<file path="config.mk">
export PLATFORM = sky130hd
export DESIGN_NAME = bhm_multiplier
export DESIGN_NICKNAME = d
export VERILOG_FILES = /design/src/rtl/bhm_pkg.sv /design/src/rtl/bhm_multiplier.sv
export SDC_FILE = /design/constraint.sdc
export NUM_CORES = 1
export LEC_CHECK = 0
export ABC_AREA = 0
export BUFFER_PORTS_ARGS = -buffer_cell sky130_fd_sc_hd__buf_2
export CAP_MARGIN = 15
export CORE_MARGIN = 2
export CORE_UTILIZATION = 56
export DETAILED_ROUTE_END_ITERATION = 8
export GPL_TIMING_DRIVEN = 0
export MAX_ROUTING_LAYER = met4
export PLACE_DENSITY = 0.81
export SLEW_MARGIN = 20
export SYNTH_ARGS = -nofsm -noshare
export SYNTH_HDL_FRONTEND = slang
export SYNTH_SLANG_ARGS = --single-unit
</file>
<file path="constraint.sdc">
create_clock -name mclk -period 5.35 [get_ports mclk]
set_clock_uncertainty 0.05 [all_clocks]
set_input_delay 0.8025 -clock mclk [delete_from_list [all_inputs] [get_ports mclk]]
set_output_delay 0.8025 -clock mclk [all_outputs]
set_load 0.01 [all_outputs]
</file>
<file path="src/rtl/bhm_pkg.sv">
// Constants for the byte hardware multiplier
`default_nettype none
package bhm_pkg;
  localparam int unsigned BHM_OPW = 8;
  localparam int unsigned BHM_PRW = 16;
  localparam logic [7:0] BHM_PROD_RST = 8'h00;
  localparam int unsigned BHM_MUL_CYCLES = 1;
endpackage
`default_nettype wire

</file>
<file path="src/rtl/bhm_multiplier.sv">
// Byte hardware multiplier with product register pair
`timescale 1ns/1ps
`default_nettype none
module bhm_multiplier #(
  parameter int unsigned OPW = bhm_pkg::BHM_OPW
) (
  input wire logic mclk,
  input wire logic rst_n,
  input wire logic multiply_working_by_file,
  input wire logic [OPW-1:0] working_register,
  input wire logic [OPW-1:0] file_operand,
  input wire logic [OPW-1:0] status_in,
  input wire logic wr_product_high,
  input wire logic wr_product_low,
  input wire logic [OPW-1:0] wr_data,
  output logic [OPW-1:0] product_high_byte,
  output logic [OPW-1:0] product_low_byte,
  output logic [OPW-1:0] status_out
);
  logic [OPW-1:0] prod_hi_ff;
  logic [OPW-1:0] prod_lo_ff;
  logic [OPW-1:0] status_ff;
  localparam int unsigned PRW = 2 * OPW;
  wire [PRW-1:0] full_product;
  wire [OPW-1:0] nxt_prod_hi;
  wire [OPW-1:0] nxt_prod_lo;
  wire [PRW-1:0] pp_sum [0:OPW];
  wire [PRW-1:0] w_ext;

  // Working register operand, zero extended so shifts keep every bit
  assign w_ext = {{OPW{1'b0}}, working_register};
  assign pp_sum[0] = '0;
  // Shift-add rows, one per file operand bit; settles within the cycle
  for (genvar gi = 0; gi < OPW; gi++) begin : g_row
    wire [PRW-1:0] row_term;
    assign row_term = file_operand[gi] ? (w_ext << gi) : '0;
    assign pp_sum[gi+1] = pp_sum[gi] + row_term;
  end
  // Last row is the full unsigned product
  assign full_product = pp_sum[OPW];
  // Multiply wins over a same-cycle software write
  assign nxt_prod_hi = multiply_working_by_file ? full_product[2*OPW-1:OPW] :
                       wr_product_high ? wr_data : prod_hi_ff;
  assign nxt_prod_lo = multiply_working_by_file ? full_product[OPW-1:0] :
                       wr_product_low ? wr_data : prod_lo_ff;

  always_ff @(posedge mclk) begin
    if (!rst_n) begin
      prod_hi_ff <= bhm_pkg::BHM_PROD_RST;
      prod_lo_ff <= bhm_pkg::BHM_PROD_RST;
      status_ff <= bhm_pkg::BHM_PROD_RST;
    end else begin
      prod_hi_ff <= nxt_prod_hi;
      prod_lo_ff <= nxt_prod_lo;
      // Flags pass through unchanged, multiply has no flag path
      status_ff <= status_in;
    end
  end

  assign product_high_byte = prod_hi_ff;
  assign product_low_byte = prod_lo_ff;
  assign status_out = status_ff;
endmodule
`default_nettype wire

</file>
==> flow_metrics.env <==
export IMPL_status="complete, no violations"
export IMPL_grt_pass1_vias=2623
export IMPL_area_growth_synth_to_final_pct=15.6
export IMPL_seqCellArea_um2=480
export IMPL_yosys_cell_types_count=36
export IMPL_setup_tns_ns=0
export IMPL_drc=0
export IMPL_post_synth_top_area_fraction=0.261
export IMPL_start_util=0.574
export IMPL_fp_dieW_um=76.1
export IMPL_min_period_over_period=0.892
export IMPL_worstPathRequired_ns=5.47
export IMPL_crit_path_start="file_operand[2]"
export IMPL_cp_data_arrival_time_ns=4.89
export IMPL_path_max_fanout=8
export IMPL_rsz0062_at_grt="no"
export IMPL_post_dp_hpwl_mm=5.18
export IMPL_finalHoldViolCount=0
export IMPL_synth_cells=310
export IMPL_cts_resized=0
export IMPL_clkLatencyLatePin_ns=0.26
export IMPL_start_kind="input pin"
export IMPL_setup_violations=0
export IMPL_worst_path_buf_inv=5
export IMPL_fmax_mhz=210
export IMPL_syn_avg_cell_area_um2=9.40
export IMPL_cts_sinks=24
export IMPL_final_layout_size_suffix_gt1_frac=0.193
export IMPL_clkPwrFrac=0.145
export IMPL_ys_seq_area_frac=0.165
export IMPL_cts_tree="done"
export IMPL_die_h_um=76.1
export IMPL_fin_crit_ns=4.77
export IMPL_vias=2415
export IMPL_endpoint_kind="flip-flop"
export IMPL_yosysMostFrequentCell="and2_1"
export IMPL_final_cells=443
export IMPL_cts_buffer_depth=2
export IMPL_max_cap_viol_count=0
export IMPL_syn_cell_area_um2=2910
export IMPL_r2r_start="product_high_byte[4]"
export IMPL_synthTopCellsByCount="and2_1, fa_1, inv_1"
export IMPL_p_sw_frac=0.428
export IMPL_synth_edf_count=0
export IMPL_multiInputGateArea_um2=2270
export IMPL_ys_flop_type="dfxtp_1"
export IMPL_synthTopCellsByArea="fa_1, dfxtp_1, ha_1"
export IMPL_drv_slew=0
export IMPL_syn_nets=416
export IMPL_post_cts_setup_buffers=0
export IMPL_slowest_delay_ns=0.54
export IMPL_hold_buffers=0
export IMPL_worst_pin_slew_ns=0.620
export IMPL_first_iter_violations=116
export IMPL_place_area_um2=3300
export IMPL_critPathTopFamily="adder cells"
export IMPL_pwr_share_seq=0.209
export IMPL_detail_route_antenna_nets=0
export IMPL_via_per_inst=5.45
export IMPL_core_area_um2=5070
export IMPL_grt_use_total=0.243
export IMPL_die_area_um2=5800
export IMPL_fill_cells=447
export IMPL_clk_pin_slew_ns=0.08
export IMPL_grt_pass1_wl_mm=11.4
export IMPL_htreeDepth=1
export IMPL_avgRoutedWirePerCell_um=14.1
export IMPL_numCtsBuffers=3
export IMPL_p_int_uw=616
export IMPL_cts_root_buffer="clkbuf_8"
export IMPL_power_leakage_uw=0.00180
export IMPL_dp_cells=439
export IMPL_cp_cell_sequence="buf_2 -> and2_1 -> fa_1 -> inv_1 -> fa_1 -> inv_1 -> fa_1 -> inv_1 -> fa_1 -> inv_1 -> ha_1 -> and3_1 -> a211o_4 -> a21o_1 -> a2111oi_2"
export IMPL_vdd_drop_max_mv=0.163
export IMPL_timing_hold_ws_ns=0.513
export IMPL_gp_congestion=0.854
export IMPL_stdcell_area_um2=3370
export IMPL_antenna_cells=0
export IMPL_synth_top_cell_by_area="fa_1"
export IMPL_drt_wl_total_mm=6.25
export IMPL_hp_class="reg2reg"
export IMPL_firstDrtPassIters=4
export IMPL_async_flop_share=0
export IMPL_power_switching_uw=462
export IMPL_port_buffers=59
export IMPL_num_rows=26
export IMPL_antenna_found_initial=0
export IMPL_worstSetupPathType="in2reg"
export IMPL_max_slew_margin=0.587
export IMPL_grt_ovfl_total=0
export IMPL_grt_max_degree=15
export IMPL_power_density_nw_per_um2=320
export IMPL_worstHoldStart="product_low_byte[7]"
export IMPL_combPwrFrac=0.646
export IMPL_ios=61
export IMPL_critPathSlowestCell="fa_1"
export IMPL_ys_ff_latch=24
export IMPL_yosysWarningCount=0
export IMPL_num_nets_final=480
## routing by layer
| layer | GRT usage | vias up | wire length (µm) |
|---|---|---|---|
| li1 | - | 1158 | - |
| met2 | 0.433 | 46 | 3250 |
| met5 | - | - | 0 |
| met4 | 0.0382 | 0 | 118 |
| met3 | 0.0308 | 12 | 178 |
| met1 | 0.303 | 1199 | 2700 |
## worst min-delay path: cells and delay by family (launching register included)
family          cells  cell delay [ns]
flops               1             0.32
mux                 1             0.12
compound gates      1             0.08
## final timing paths
path | to | slack [ns] | cells after the start
min | product_low_byte[7] | 0.51 | 2
max | product_high_byte[4] | 0.58 | 15
min reg2reg | product_low_byte[7] | 0.51 | 2
max reg2reg | product_high_byte[4] | 4.30 | 3
## layout make-up
type,instances,area share
inverter,37,0.0412
buffer,7,0.00817
timing repair buffer,59,0.0877
multi-input combinational,242,0.673
sequential,24,0.143
clock inverter,1,0.00892
tap,70,0.0260
clock buffer,3,0.0123
## kinds of logic (layout without fill, tap and decap cells)
| group | count (synthesis) | count (layout) | share of synthesized area |
|---|---|---|---|
| adder cells (fa/ha/maj) | 69 | 69 | 0.394 |
| buffers and inverters | 44 | 107 | 0.0571 |
| AND/OR/NAND/NOR | 111 | 111 | 0.207 |
| XOR/XNOR | 5 | 5 | 0.0150 |
| multiplexers | 13 | 13 | 0.0451 |
| AO/OA/AOI/OAI | 44 | 44 | 0.117 |
| flip-flops | 24 | 24 | 0.165 |
## metrics by stage
| stage | total power, µW | worst slack (ns) | utilization |
|---|---|---|---|
| global placement | 904 | 0.326 | 0.650 |
| floorplan | 746 | 0.624 | - |
| global route | 1190 | 0.414 | 0.664 |
| CTS | 1090 | 0.552 | 0.664 |
| finish | 1080 | 0.579 | 0.664 |
| detailed placement | 928 | 0.282 | 0.650 |
## placed cells by master, fill, tap and decap left out, types with 12 or more instances in the layout
cell / Yosys / layout
a21oi_1: 12 / 12
and2_1: 55 / 55
buf_2: 1 / 60
dfxtp_1: 24 / 24
fa_1: 38 / 38
ha_1: 31 / 31
inv_1: 37 / 37
mux2i_1: 12 / 12
nand2_1: 18 / 18
nor2_1: 20 / 20
## state kept, by name (all words and copies together) (netlist names)
| signal | flops |
|---|---|
| product_high_byte | 8 |
| product_low_byte | 8 |
| status_out | 8 |
## power by group through the flow
stage	Sequential [µW]	Clock, µW	Combinational [µW]
after floorplan	244	0	501
after global placement	227	0	677
after detailed placement	228	0	699
after CTS	225	156	704
after global routing	229	166	794
final	225	156	697
Note: power is estimated with default switching activity, not from simulation.
